## src/common/ufc_pkg.sv

```systemverilog
// Purpose: Shared constants and types for the UART trigger and frame format block
// Assumes: 40 MHz clock, APB register access, 32-bit data words
// Notes: Offsets are byte addresses of aligned words
package ufc_pkg;
  // ----------------------------------------------------------------
  // Register map
  // ----------------------------------------------------------------
  localparam logic [7:0] ADDR_DATA = 8'h00; // Write: tx FIFO, read: rx FIFO
  localparam logic [7:0] ADDR_LINE_FORMAT_CONTROL = 8'h04;
  localparam logic [7:0] ADDR_FIFO_SETUP_CONTROL = 8'h08;
  localparam logic [7:0] ADDR_FEATURE_TABLE_CONTROL = 8'h0c;
  localparam logic [7:0] ADDR_PROGRAMMABLE_TRIGGER_LEVEL = 8'h10;
  localparam logic [7:0] ADDR_ENHANCED_FUNCTION_ENABLE = 8'h14;
  localparam logic [7:0] ADDR_LEVEL_STATUS = 8'h18;
  localparam logic [7:0] ADDR_IRQ_STATUS = 8'h1c;
  localparam logic [7:0] ADDR_IRQ_MASK = 8'h20;

  // ----------------------------------------------------------------
  // Field positions and reset values
  // ----------------------------------------------------------------
  localparam int FSC_EN = 0;
  localparam int FSC_RX_RST = 1;
  localparam int FSC_TX_RST = 2;
  localparam int FSC_TX_LSB = 4;
  localparam int FSC_RX_LSB = 6;
  localparam int FTC_TBL_LSB = 4;
  localparam int FTC_TRG_DEST = 7;
  localparam int EFE_ENH_BIT = 4;
  localparam logic [7:0] LFC_RESET = 8'h00;
  localparam logic [7:0] TRIG_RESET = 8'h01;
  localparam int IRQ_RX_TRIG = 0;
  localparam int IRQ_TX_TRIG = 1;
  localparam int IRQ_PAR_ERR = 2;
  localparam int IRQ_FRM_ERR = 3;
  localparam int IRQ_OVERRUN = 4;
  localparam int IRQ_W = 5;

  // ----------------------------------------------------------------
  // FIFO geometry and timing
  // ----------------------------------------------------------------
  localparam int FIFO_AW = 6;
  localparam logic [6:0] FIFO_DEPTH = 7'h40;
  localparam int CLK_HZ = 40_000_000;
  localparam int BAUD_HZ = 115_200;
  localparam int OVS = 16;
  localparam logic [4:0] TICK_DIV = 5'(CLK_HZ / (BAUD_HZ * OVS));
  localparam logic [5:0] TICKS_BIT = 6'h10;
  localparam logic [5:0] TICKS_HALF = 6'h08;
  localparam logic [5:0] TICKS_STOP15 = 6'h18;
  localparam logic [5:0] TICKS_STOP2 = 6'h20;

  // ----------------------------------------------------------------
  // Types
  // ----------------------------------------------------------------
  typedef struct packed {
    logic [1:0] spare;
    logic force_par;
    logic par_even;
    logic par_en;
    logic stop_long;
    logic [1:0] wlen;
  } ufc_lfc_t;

  typedef struct packed {
    logic [7:0] rx;
    logic [7:0] tx;
  } ufc_trig_t;

  typedef enum logic [1:0] {TBL_A, TBL_B, TBL_C, TBL_PROG} ufc_tbl_t;
endpackage : ufc_pkg

```

## src/design/ufc_top.sv

```systemverilog
// Purpose: UART channel with trigger tables and character format control
// Assumes: APB slave with one wait state, fixed 16x oversampling rate
// Notes:
`timescale 1ns/10ps
`default_nettype none
module ufc_top
(
  // Clock and reset
  input wire logic clk,
  input wire logic resetn,
  // APB slave
  input wire logic psel,
  input wire logic penable,
  input wire logic pwrite,
  input wire logic [7:0] paddr,
  input wire logic [31:0] pwdata,
  output logic [31:0] prdata,
  output logic pready,
  output logic pslverr,
  // Serial line
  input wire logic rxd,
  output logic txd,
  // Interrupt
  output logic irq
);
  import ufc_pkg::*;

  typedef enum logic [2:0] {TX_IDLE, TX_LOAD, TX_START, TX_DATA, TX_PAR, TX_STOP} ufc_tx_st_t;
  typedef enum logic [2:0] {RX_IDLE, RX_START, RX_DATA, RX_PAR, RX_STOP} ufc_rx_st_t;

  // ----------------------------------------------------------------
  // Helper functions
  // ----------------------------------------------------------------
  // Address decode shared by read and write
  function automatic logic ufc_mapped(input logic [7:0] a);
    ufc_mapped = (a[1:0] == 2'h0) && (a <= ADDR_IRQ_MASK);
  endfunction : ufc_mapped

  // Level lookup for one direction
  function automatic logic [7:0] ufc_level(input ufc_tbl_t tbl, input logic [1:0] code,
                                           input logic is_tx, input logic [7:0] prog);
    logic [7:0] lv;
    lv = 8'h01;
    unique case (tbl)
      TBL_A: lv = is_tx ? 8'h01 : (code == 2'h0 ? 8'h01 : code == 2'h1 ? 8'h04 :
                                   code == 2'h2 ? 8'h08 : 8'h0e);
      TBL_B: lv = is_tx ? (code == 2'h0 ? 8'h10 : code == 2'h1 ? 8'h08 :
                           code == 2'h2 ? 8'h18 : 8'h1e)
                        : (code == 2'h0 ? 8'h08 : code == 2'h1 ? 8'h10 :
                           code == 2'h2 ? 8'h18 : 8'h1c);
      TBL_C: lv = is_tx ? (code == 2'h0 ? 8'h08 : code == 2'h1 ? 8'h10 :
                           code == 2'h2 ? 8'h20 : 8'h38)
                        : (code == 2'h0 ? 8'h08 : code == 2'h1 ? 8'h10 :
                           code == 2'h2 ? 8'h38 : 8'h3c);
      TBL_PROG: lv = prog;
    endcase
    ufc_level = lv;
  endfunction : ufc_level

  // Parity over the configured data bits only
  function automatic logic ufc_parity(input logic [7:0] d, input ufc_lfc_t f);
    logic [7:0] m;
    m = d & (8'hff >> (2'h3 - f.wlen));
    if (f.force_par)
      ufc_parity = ~f.par_even;
    else
      ufc_parity = f.par_even ? ^m : ~^m;
  endfunction : ufc_parity

  // ----------------------------------------------------------------
  // Reset release and input synchroniser
  // ----------------------------------------------------------------
  logic rst_m_q, rst_n;
  logic rxd_m_q, rxd_s_q;

  // Two-stage reset release
  always_ff @(posedge clk or negedge resetn)
  begin
    if (!resetn)
    begin
      rst_m_q <= 1'b0;
      rst_n <= 1'b0;
    end
    else
    begin
      rst_m_q <= 1'b1;
      rst_n <= rst_m_q;
    end
  end

  // Line input through two flops
  always_ff @(posedge clk or negedge rst_n)
  begin
    if (!rst_n)
    begin
      rxd_m_q <= 1'b1;
      rxd_s_q <= 1'b1;
    end
    else
    begin
      rxd_m_q <= rxd;
      rxd_s_q <= rxd_m_q;
    end
  end

  // ----------------------------------------------------------------
  // Oversample tick divider
  // ----------------------------------------------------------------
  logic [4:0] div_q;
  logic tick_q;

  // One-cycle tick every TICK_DIV clocks
  always_ff @(posedge clk or negedge rst_n)
  begin
    if (!rst_n)
    begin
      div_q <= 5'h00;
      tick_q <= 1'b0;
    end
    else
    begin
      tick_q <= (div_q == TICK_DIV - 5'h01);
      div_q <= (div_q == TICK_DIV - 5'h01) ? 5'h00 : div_q + 5'h01;
    end
  end

  // ----------------------------------------------------------------
  // APB slave and control registers
  // ----------------------------------------------------------------
  ufc_lfc_t lfc_q;
  ufc_trig_t prog_q;
  logic [1:0] rx_code_q, tx_code_q;
  logic [1:0] tbl_q;
  logic ftc_dest_q, fifo_en_q;
  logic [7:0] efe_q;
  logic [IRQ_W-1:0] ist_q, imask_q, iset;
  logic rx_rst_q, tx_rst_q;
  logic wr_go, rd_go;
  logic [31:0] rd_mux;
  logic [6:0] rx_cnt_q, tx_cnt_q;
  logic [7:0] rx_rdata_q;
  logic rx_avail_q, tx_busy;
  ufc_tbl_t tbl;
  logic [7:0] rx_trig, tx_trig;

  assign wr_go = psel & penable & pready & pwrite;
  assign rd_go = psel & penable & pready & ~pwrite;
  assign tbl = ufc_tbl_t'(tbl_q);
  // Both directions read the one table field
  assign rx_trig = ufc_level(tbl, rx_code_q, 1'b0, prog_q.rx);
  assign tx_trig = ufc_level(tbl, tx_code_q, 1'b1, prog_q.tx);

  // Handshake with one wait state
  always_ff @(posedge clk or negedge rst_n)
  begin
    if (!rst_n)
    begin
      pready <= 1'b0;
      pslverr <= 1'b0;
      prdata <= 32'h0000_0000;
    end
    else
    begin
      pready <= psel & penable & ~pready;
      pslverr <= psel & penable & ~pready & ~ufc_mapped(paddr);
      if (psel & penable & ~pready & ~pwrite)
        prdata <= rd_mux;
    end
  end

  // Read data selection
  always_comb
  begin
    rd_mux = 32'h0000_0000;
    unique case (paddr)
      ADDR_DATA: rd_mux = {24'h000000, rx_avail_q ? rx_rdata_q : 8'h00};
      ADDR_LINE_FORMAT_CONTROL: rd_mux = {24'h000000, lfc_q};
      ADDR_FEATURE_TABLE_CONTROL: rd_mux = {24'h000000, ftc_dest_q, 1'b0, tbl_q, 4'h0};
      ADDR_PROGRAMMABLE_TRIGGER_LEVEL: rd_mux = {24'h000000, ftc_dest_q ? prog_q.tx : prog_q.rx};
      ADDR_ENHANCED_FUNCTION_ENABLE: rd_mux = {24'h000000, efe_q};
      ADDR_LEVEL_STATUS: rd_mux = {14'h0000, fifo_en_q, tx_busy, 1'b0, tx_cnt_q, 1'b0, rx_cnt_q};
      ADDR_IRQ_STATUS: rd_mux = {27'h0000000, ist_q};
      ADDR_IRQ_MASK: rd_mux = {27'h0000000, imask_q};
      default: rd_mux = 32'h0000_0000;
    endcase
  end

  // Format and trigger configuration writes
  always_ff @(posedge clk or negedge rst_n)
  begin
    if (!rst_n)
    begin
      lfc_q <= ufc_lfc_t'(LFC_RESET);
      prog_q <= {TRIG_RESET, TRIG_RESET};
      rx_code_q <= 2'h0;
      tx_code_q <= 2'h0;
      tbl_q <= 2'h0;
      ftc_dest_q <= 1'b0;
      fifo_en_q <= 1'b0;
      efe_q <= 8'h00;
      imask_q <= '0;
      rx_rst_q <= 1'b0;
      tx_rst_q <= 1'b0;
    end
    else
    begin
      rx_rst_q <= 1'b0;
      tx_rst_q <= 1'b0;
      if (wr_go)
      begin
        unique case (paddr)
          ADDR_LINE_FORMAT_CONTROL: lfc_q <= ufc_lfc_t'(pwdata[7:0]);
          ADDR_FIFO_SETUP_CONTROL:
          begin
            fifo_en_q <= pwdata[FSC_EN];
            if (pwdata[FSC_EN])
            begin
              rx_rst_q <= pwdata[FSC_RX_RST];
              tx_rst_q <= pwdata[FSC_TX_RST];
              rx_code_q <= pwdata[FSC_RX_LSB +: 2];
              if (efe_q[EFE_ENH_BIT])
                tx_code_q <= pwdata[FSC_TX_LSB +: 2];
            end
          end
          ADDR_FEATURE_TABLE_CONTROL:
          begin
            tbl_q <= pwdata[FTC_TBL_LSB +: 2];
            ftc_dest_q <= pwdata[FTC_TRG_DEST];
          end
          ADDR_PROGRAMMABLE_TRIGGER_LEVEL:
          begin
            if (ftc_dest_q)
              prog_q.tx <= pwdata[7:0];
            else
              prog_q.rx <= pwdata[7:0];
          end
          ADDR_ENHANCED_FUNCTION_ENABLE: efe_q <= pwdata[7:0];
          ADDR_IRQ_MASK: imask_q <= pwdata[IRQ_W-1:0];
          default: ;
        endcase
      end
    end
  end

  // ----------------------------------------------------------------
  // FIFO pointers and counts
  // ----------------------------------------------------------------
  logic [FIFO_AW-1:0] tx_wp_q, tx_rp_q, rx_wp_q, rx_rp_q;
  logic tx_push, tx_pop, rx_push, rx_pop;
  logic [7:0] tx_rdata_q, rx_data;

  assign tx_push = wr_go && (paddr == ADDR_DATA) && (tx_cnt_q != FIFO_DEPTH);
  assign rx_pop = rd_go && (paddr == ADDR_DATA) && rx_avail_q;

  // Transmit FIFO bookkeeping
  always_ff @(posedge clk or negedge rst_n)
  begin
    if (!rst_n)
    begin
      tx_wp_q <= '0;
      tx_rp_q <= '0;
      tx_cnt_q <= 7'h00;
    end
    else if (tx_rst_q)
    begin
      tx_wp_q <= '0;
      tx_rp_q <= '0;
      tx_cnt_q <= 7'h00;
    end
    else
    begin
      tx_wp_q <= tx_wp_q + FIFO_AW'(tx_push);
      tx_rp_q <= tx_rp_q + FIFO_AW'(tx_pop);
      tx_cnt_q <= tx_cnt_q + 7'(tx_push) - 7'(tx_pop);
    end
  end

  // Receive FIFO bookkeeping
  always_ff @(posedge clk or negedge rst_n)
  begin
    if (!rst_n)
    begin
      rx_wp_q <= '0;
      rx_rp_q <= '0;
      rx_cnt_q <= 7'h00;
      rx_avail_q <= 1'b0;
    end
    else if (rx_rst_q)
    begin
      rx_wp_q <= '0;
      rx_rp_q <= '0;
      rx_cnt_q <= 7'h00;
      rx_avail_q <= 1'b0;
    end
    else
    begin
      rx_wp_q <= rx_wp_q + FIFO_AW'(rx_push);
      rx_rp_q <= rx_rp_q + FIFO_AW'(rx_pop);
      rx_cnt_q <= rx_cnt_q + 7'(rx_push) - 7'(rx_pop);
      rx_avail_q <= (rx_cnt_q != 7'h00) && !rx_pop; // lags the store by one cycle
    end
  end

  ufc_fifo_mem u_tx_mem
  (
    .clk(clk),
    .we(tx_push),
    .waddr(tx_wp_q),
    .wdata(pwdata[7:0]),
    .raddr(tx_rp_q),
    .rdata_q(tx_rdata_q)
  );

  ufc_fifo_mem u_rx_mem
  (
    .clk(clk),
    .we(rx_push),
    .waddr(rx_wp_q),
    .wdata(rx_data),
    .raddr(rx_rp_q),
    .rdata_q(rx_rdata_q)
  );

  // ----------------------------------------------------------------
  // Transmitter
  // ----------------------------------------------------------------
  ufc_tx_st_t tx_st_q;
  logic [7:0] tx_sh_q;
  logic [5:0] tx_tk_q;
  logic [2:0] tx_bit_q;
  logic tx_par_q;
  logic [5:0] stop_ticks;

  assign tx_pop = (tx_st_q == TX_IDLE) && (tx_cnt_q != 7'h00) && !tx_rst_q;
  assign tx_busy = (tx_st_q != TX_IDLE);
  // Half-extra stop only for 5-bit words
  assign stop_ticks = !lfc_q.stop_long ? TICKS_BIT :
                      (lfc_q.wlen == 2'h0) ? TICKS_STOP15 : TICKS_STOP2;

  // Frame sequencer, LSB first
  always_ff @(posedge clk or negedge rst_n)
  begin
    if (!rst_n)
    begin
      tx_st_q <= TX_IDLE;
      tx_sh_q <= 8'h00;
      tx_tk_q <= 6'h00;
      tx_bit_q <= 3'h0;
      tx_par_q <= 1'b0;
      txd <= 1'b1;
    end
    else
    begin
      unique case (tx_st_q)
        TX_IDLE:
        begin
          txd <= 1'b1;
          if (tx_pop)
            tx_st_q <= TX_LOAD;
        end
        TX_LOAD:
        begin
          tx_sh_q <= tx_rdata_q;
          tx_par_q <= ufc_parity(tx_rdata_q, lfc_q);
          tx_tk_q <= 6'h3f; // Parked: start bit waits for a tick
          tx_bit_q <= 3'h0;
          tx_st_q <= TX_START;
        end
        TX_START:
        begin
          if (tick_q)
          begin
            tx_tk_q <= tx_tk_q + 6'h01;
            if (tx_tk_q == 6'h3f)
              txd <= 1'b0; // Full-length start bit
            if (tx_tk_q == TICKS_BIT - 6'h01)
            begin
              tx_tk_q <= 6'h00;
              txd <= tx_sh_q[0];
              tx_st_q <= TX_DATA;
            end
          end
        end
        TX_DATA:
        begin
          if (tick_q)
          begin
            tx_tk_q <= tx_tk_q + 6'h01;
            if (tx_tk_q == TICKS_BIT - 6'h01)
            begin
              tx_tk_q <= 6'h00;
              tx_sh_q <= tx_sh_q >> 1;
              tx_bit_q <= tx_bit_q + 3'h1;
              if (tx_bit_q == {1'b1, lfc_q.wlen})
              begin
                // Last data bit done: parity or stops
                txd <= lfc_q.par_en ? tx_par_q : 1'b1;
                tx_st_q <= lfc_q.par_en ? TX_PAR : TX_STOP;
              end
              else
                txd <= tx_sh_q[1];
            end
          end
        end
        TX_PAR:
        begin
          if (tick_q)
          begin
            tx_tk_q <= tx_tk_q + 6'h01;
            if (tx_tk_q == TICKS_BIT - 6'h01)
            begin
              tx_tk_q <= 6'h00;
              txd <= 1'b1;
              tx_st_q <= TX_STOP;
            end
          end
        end
        TX_STOP:
        begin
          if (tick_q)
          begin
            tx_tk_q <= tx_tk_q + 6'h01;
            if (tx_tk_q == stop_ticks - 6'h01)
              tx_st_q <= TX_IDLE;
          end
        end
        default: tx_st_q <= TX_IDLE;
      endcase
    end
  end

  // ----------------------------------------------------------------
  // Receiver
  // ----------------------------------------------------------------
  ufc_rx_st_t rx_st_q;
  logic [7:0] rx_sh_q;
  logic [5:0] rx_tk_q;
  logic [2:0] rx_bit_q;
  logic rx_par_q, rx_done, mid;

  assign mid = tick_q && (rx_tk_q == TICKS_BIT - 6'h01);
  assign rx_data = rx_sh_q >> (2'h3 - lfc_q.wlen);
  assign rx_done = (rx_st_q == RX_STOP) && mid;
  assign rx_push = rx_done && (rx_cnt_q != FIFO_DEPTH) && !rx_rst_q;

  // Frame sampler at bit centres
  always_ff @(posedge clk or negedge rst_n)
  begin
    if (!rst_n)
    begin
      rx_st_q <= RX_IDLE;
      rx_sh_q <= 8'h00;
      rx_tk_q <= 6'h00;
      rx_bit_q <= 3'h0;
      rx_par_q <= 1'b0;
    end
    else
    begin
      if (tick_q)
        rx_tk_q <= rx_tk_q + 6'h01;
      unique case (rx_st_q)
        RX_IDLE:
        begin
          rx_tk_q <= 6'h00;
          rx_bit_q <= 3'h0;
          if (!rxd_s_q)
            rx_st_q <= RX_START;
        end
        RX_START:
        begin
          if (tick_q && rx_tk_q == TICKS_HALF - 6'h01)
          begin
            rx_tk_q <= 6'h00;
            rx_st_q <= rxd_s_q ? RX_IDLE : RX_DATA;
          end
        end
        RX_DATA:
        begin
          if (mid)
          begin
            rx_tk_q <= 6'h00;
            rx_sh_q <= {rxd_s_q, rx_sh_q[7:1]};
            rx_bit_q <= rx_bit_q + 3'h1;
            if (rx_bit_q == {1'b1, lfc_q.wlen})
              rx_st_q <= lfc_q.par_en ? RX_PAR : RX_STOP;
          end
        end
        RX_PAR:
        begin
          if (mid)
          begin
            rx_tk_q <= 6'h00;
            rx_par_q <= rxd_s_q;
            rx_st_q <= RX_STOP;
          end
        end
        RX_STOP:
        begin
          if (mid)
            rx_st_q <= RX_IDLE;
        end
        default: rx_st_q <= RX_IDLE;
      endcase
    end
  end

  // ----------------------------------------------------------------
  // Interrupt events, sticky status and mask
  // ----------------------------------------------------------------
  logic rx_hit_q, tx_low_q, tx_over_q, tx_pop_seen_q;
  logic rx_hit, tx_low;

  assign rx_hit = {1'b0, rx_cnt_q} >= rx_trig;
  assign tx_low = {1'b0, tx_cnt_q} < tx_trig;
  // Event sources
  always_comb
  begin
    iset = '0;
    iset[IRQ_RX_TRIG] = rx_hit && !rx_hit_q;
    iset[IRQ_TX_TRIG] = (tx_low && !tx_low_q && tx_over_q) ||
                        (tx_cnt_q == 7'h00 && tx_low_q && !tx_over_q && tx_pop_seen_q);
    iset[IRQ_PAR_ERR] = rx_done && lfc_q.par_en && (rx_par_q != ufc_parity(rx_data, lfc_q));
    iset[IRQ_FRM_ERR] = rx_done && !rxd_s_q;
    iset[IRQ_OVERRUN] = rx_done && (rx_cnt_q == FIFO_DEPTH);
  end

  // Level history for crossing detection
  always_ff @(posedge clk or negedge rst_n)
  begin
    if (!rst_n)
    begin
      rx_hit_q <= 1'b0;
      tx_low_q <= 1'b1;
      tx_over_q <= 1'b0;
      tx_pop_seen_q <= 1'b0;
    end
    else
    begin
      rx_hit_q <= rx_hit;
      tx_low_q <= tx_low;
      if (!tx_low)
        tx_over_q <= 1'b1;
      else if (tx_cnt_q == 7'h00)
        tx_over_q <= 1'b0;
      // Armed by a reload, spent when the FIFO drains empty
      if (tx_push)
        tx_pop_seen_q <= 1'b1;
      else if (tx_cnt_q == 7'h00)
        tx_pop_seen_q <= 1'b0;
    end
  end

  // Sticky bits, write one to clear, set wins
  always_ff @(posedge clk or negedge rst_n)
  begin
    if (!rst_n)
    begin
      ist_q <= '0;
      irq <= 1'b0;
    end
    else
    begin
      ist_q <= (ist_q & ~((wr_go && paddr == ADDR_IRQ_STATUS) ? pwdata[IRQ_W-1:0] : '0)) | iset;
      irq <= |(ist_q & imask_q);
    end
  end
endmodule : ufc_top
`default_nettype wire

```

## src/design/ufc_fifo_mem.sv

```systemverilog
// Purpose: Character store for one FIFO direction
// Assumes: One write and one read port on the same clock
// Notes: Read data is registered, one cycle after the address
`timescale 1ns/10ps
`default_nettype none
module ufc_fifo_mem
(
  // Clock
  input wire logic clk,
  // Write port
  input wire logic we,
  input wire logic [ufc_pkg::FIFO_AW-1:0] waddr,
  input wire logic [7:0] wdata,
  // Read port
  input wire logic [ufc_pkg::FIFO_AW-1:0] raddr,
  output logic [7:0] rdata_q
);
  import ufc_pkg::*;

  logic [7:0] mem [0:(1<<FIFO_AW)-1];

  // Storage write
  always_ff @(posedge clk)
  begin
    if (we)
    begin
      mem[waddr] <= wdata;
    end
  end

  // Registered read
  always_ff @(posedge clk)
  begin
    rdata_q <= mem[raddr];
  end
endmodule : ufc_fifo_mem
`default_nettype wire

```

## config.mk

```make
export PLATFORM = sky130hd
export DESIGN_NAME = ufc_top
export DESIGN_NICKNAME = d
export VERILOG_FILES = /design/src/common/ufc_pkg.sv /design/src/design/ufc_top.sv /design/src/design/ufc_fifo_mem.sv
export SDC_FILE = /design/constraint.sdc
export NUM_CORES = 1
export LEC_CHECK = 0
export BUFFER_PORTS_ARGS = -buffer_cell sky130_fd_sc_hd__clkbuf_2
export CELL_PAD_IN_SITES_DETAIL_PLACEMENT = 1
export CELL_PAD_IN_SITES_GLOBAL_PLACEMENT = 2
export CORE_MARGIN = 3
export CORE_UTILIZATION = 44
export CTS_CLUSTER_SIZE = 16
export DETAILED_ROUTE_END_ITERATION = 7
export GPL_ROUTABILITY_DRIVEN = 0
export GPL_TIMING_DRIVEN = 0
export PLACE_DENSITY_LB_ADDON = 0.1
export RECOVER_POWER = 50
export SETUP_SLACK_MARGIN = 0.3
export SLEW_MARGIN = 10
export SYNTH_ARGS = -nofsm -noshare
export SYNTH_HDL_FRONTEND = slang
export SYNTH_SLANG_ARGS = --single-unit
```

## constraint.sdc

```tcl
create_clock -name clk -period 5 [get_ports clk]
set_input_delay 0 -clock clk [delete_from_list [all_inputs] [get_ports clk]]
set_output_delay 0 -clock clk [all_outputs]
set_load 0.1 [all_outputs]
```

==> impl_metrics.env <==
export IMPL_status="finished, violations left"
export IMPL_violations="max-capacitance violations, max-slew violations"
export IMPL_multi_input_area_sq_um=13000
export IMPL_synth_edf_count=1024
export IMPL_setup_worst_path_end_class="flip-flop"
export IMPL_antennaDiodeCount=0
export IMPL_nFillCells=9960
export IMPL_synthFlopType="sky130_fd_sc_hd__edfxtp_1"
export IMPL_grt_max_degree=72
export IMPL_synthDominantCellAreaShare_pct=62.6
export IMPL_worstSkewPairLatency_ns=0.74
export IMPL_timing_final_crit_share_pct=87.4
export IMPL_max_slew_margin_rel_pct=-138
export IMPL_drt_vias_per_instance=5.72
export IMPL_max_slew_violations=815
export IMPL_yosys_top_cells_count="1024 x sky130_fd_sc_hd__edfxtp_1, 326 x sky130_fd_sc_hd__mux4_2, 204 x sky130_fd_sc_hd__nor2_1, 162 x sky130_fd_sc_hd__dfrtp_1, 110 x sky130_fd_sc_hd__nand2_1"
export IMPL_grt_overflow_total=0
export IMPL_cts_buffers=133
export IMPL_clkTransAtPathRegs_ns=0.06
export IMPL_nets=2933
export IMPL_crit_path_max_fanout=35
export IMPL_timing_critical_path_slowest_stage_cell="sky130_fd_sc_hd__clkbuf_1"
export IMPL_internal_power_mw=16.9
export IMPL_post_synth_instance_area_sq_um=49100
export IMPL_die_height_microns=340
export IMPL_power_static_leakage_nw=17.1
export IMPL_drtPass1Iterations=7
export IMPL_final_instance_count_excl_fill=4419
export IMPL_netSwitchingFraction_pct=21.3
export IMPL_port_buffers=41
export IMPL_cts_sinks=1208
export IMPL_antenna_left=0
export IMPL_post_synthesis_cells=2594
export IMPL_rsz0062_at_grt="no"
export IMPL_drc=0
export IMPL_clock_tree_root_cell="sky130_fd_sc_hd__clkbuf_16"
export IMPL_finalSetupViolations=0
export IMPL_worst_ir_drop_vdd_uv=290
export IMPL_die_area_sq_um=116000
export IMPL_clock_tree_buffer_depth=3
export IMPL_crit_type="reg -> reg"
export IMPL_chipWidth_microns=340
export IMPL_hold_path_class="in -> reg"
export IMPL_drt_wl_total_mm=124
export IMPL_synthesis_yosys_warnings=0
export IMPL_ys_top_cells_by_area="sky130_fd_sc_hd__edfxtp_1 63%, sky130_fd_sc_hd__mux4_2 15%, sky130_fd_sc_hd__dfrtp_1 8.3%, sky130_fd_sc_hd__nor2_1 1.6%, sky130_fd_sc_hd__ha_1 1.2%"
export IMPL_fmax_mhz=229
export IMPL_share_comb_of_total_power_pct=3.4
export IMPL_total_power_mw=21.4
export IMPL_final_setup_slack_of_the_worst_path_ns=0.629
export IMPL_worst_clock_skew_ns=0.0210
export IMPL_synth_seq_cells=1208
export IMPL_grt_total_usage_pct=21.8
export IMPL_power_net_switching_mw=4.57
export IMPL_drive_above_1_share_pct=21.0
export IMPL_power_density_nw_per_um2=383
export IMPL_number_of_global_route_vias_before_repair=26900
export IMPL_path_delay_family="buffers and inverters"
export IMPL_design_core_area_sq_um=110000
export IMPL_initial_utilization_pct=44.7
export IMPL_synth_yosys_seq_area_share_pct=71.8
export IMPL_cts_tree="yes"
export IMPL_htree_num_levels=4
export IMPL_numPlacedInstances=4148
export IMPL_final_sum_of_negative_setup_slack_ns=0
export IMPL_critical_path_top_cell_by_count="sky130_fd_sc_hd__clkbuf_1"
export IMPL_power_clock_fraction_pct=45.1
export IMPL_max_cap_violations=20
export IMPL_ys_types=74
export IMPL_final_min_clock_period_ns=4.37
export IMPL_report_final_hold_viol_count=0
export IMPL_seqPwrFrac_pct=51.4
export IMPL_register_area_sq_um=35300
export IMPL_syn_mean_instance_area_sq_um=18.9
export IMPL_ioPinCount=82
export IMPL_finalInstanceArea_sq_um=56000
export IMPL_detailedPlacementHpwl_mm=85.8
export IMPL_worstSetupStartpointType="flip-flop"
export IMPL_antenna_found_initial=3
export IMPL_worst_ep_required_time_ns=5.31
export IMPL_yosys_area_top_type="sky130_fd_sc_hd__edfxtp_1"
export IMPL_tightest_slew_ns=3.57
export IMPL_dr_total_vias=25300
export IMPL_dp_worst_setup_slack_ns=0.735
export IMPL_place_area_sq_um=51900
export IMPL_wire_length_of_the_first_global_routing_pass_mm=184
export IMPL_critical_path_cell_chain="clkbuf_1 -> clkbuf_1 -> mux2i_1 -> mux2i_1 -> clkbuf_1"
export IMPL_worst_endpoint_arrival_ns=4.68
export IMPL_critical_path_buf_inv_count=3
export IMPL_core_rowCount=121
export IMPL_async_reset_ff_share_pct=13.9
export IMPL_drt_iter0_markers=2441
export IMPL_yosys_cell_count_top_type="sky130_fd_sc_hd__edfxtp_1"
export IMPL_routedWlPerCell_microns=28.1
export IMPL_synthToLayoutAreaGrowth_pct=14.0
export IMPL_cpPeakStageDelay_ns=1.18
==> sequential cells by signal, summed over array words and instances, names as in the netlist, 16 cells and up <==
register,flops
u_tx_mem.mem,512
prdata,17
prog_q,16
u_rx_mem.mem,512
==> layout make-up <==
class | instances | share of cell area, %
flip-flops and latches | 1208 | 63.0
multi-input cells | 1202 | 23.1
clock buffers | 170 | 6.49
well taps | 1476 | 3.30
plain buffers | 151 | 1.32
repair buffers | 93 | 1.23
clock inverters | 72 | 1.21
inverters | 47 | 0.315
==> power groups by stage <==
stage	registers, mW	clock network, mW	logic, mW
final	11.0	9.68	0.736
after global routing	11.0	10.4	0.837
after CTS	11.0	9.91	0.766
after detailed placement	11.2	0	0.747
after global placement	11.3	0	0.662
after floorplan	11.2	0	0.458
==> repair_timing <==
item,CTS,global route
setup buffers,0,0
hold endpoints to repair,251,0
setup endpoints to repair,0,2
resized for setup,0,1
hold buffers,29,0
==> path summary, 6_finish.rpt <==
kind / cells after the start / end / slack, ns / from
setup / recovery: 5 / u_rx_mem.mem[55][0] / 0.63 / lfc_q[1]
hold reg to reg: 0 / rst_n / 0.35 / rst_m_q
hold / removal: 6 / rx_code_q[0] / 0.07 / paddr[2]
min in group asynchronous: 3 / rst_n / 0.13 / resetn
setup reg to reg: 5 / u_rx_mem.mem[55][0] / 0.63 / lfc_q[1]
max in group asynchronous: 3 / rx_sh_q[3] / 1.00 / rst_n
==> placed cells by master (no fill, tap or decap), types with 23 or more instances in the layout <==
cell	synthesis	final
sky130_fd_sc_hd__edfxtp_1	1024	1024
sky130_fd_sc_hd__mux4_2	326	326
sky130_fd_sc_hd__nor2_1	204	204
sky130_fd_sc_hd__dfrtp_1	162	162
sky130_fd_sc_hd__clkbuf_1	80	156
sky130_fd_sc_hd__clkbuf_16	0	137
sky130_fd_sc_hd__nand2_1	110	111
sky130_fd_sc_hd__o21ai_0	41	58
sky130_fd_sc_hd__ha_1	49	49
sky130_fd_sc_hd__a21oi_1	48	48
sky130_fd_sc_hd__inv_1	46	47
sky130_fd_sc_hd__mux2i_1	45	45
sky130_fd_sc_hd__mux2_1	42	42
sky130_fd_sc_hd__xnor2_1	32	32
sky130_fd_sc_hd__dlygate4sd3_1	0	29
sky130_fd_sc_hd__nand3_1	27	27
sky130_fd_sc_hd__clkinv_2	0	23
==> worst reg2reg max path, stage by stage (launching register included) <==
cell and delay [ns]:
sky130_fd_sc_hd__dfrtp_1 0.48, sky130_fd_sc_hd__clkbuf_1 0.60, sky130_fd_sc_hd__clkbuf_1 0.62, sky130_fd_sc_hd__mux2i_1 0.23, sky130_fd_sc_hd__mux2i_1 0.82, sky130_fd_sc_hd__clkbuf_1 1.19
==> cell families after synthesis <==
family	synth area share, %
compound gates	2.56
xor+xnor	0.927
buf+inv	1.86
fa+ha+maj	1.35
mux	17.1
simple gates	4.31
flops	71.8
other cells	0.0153
==> per-stage QoR <==
step / hold slack, ns / util, %
after detailed placement: -0.213 / 47.3
after CTS: 0.0105 / 51.4
after floorplan: -0.296 / -
final: 0.0738 / 51.0
after global placement: -0.215 / 46.7
after global routing: 0.104 / 51.0
==> metal layers <==
metal	global-route usage [%]	routed length (microns)	vias up
met1	31.9	55600	13500
met4	5.94	2910	0
met3	4.60	7630	176
met2	33.5	58200	711
met5	0	0	-
li1	-	-	10800
Note: power is estimated with default switching activity, not from simulation.
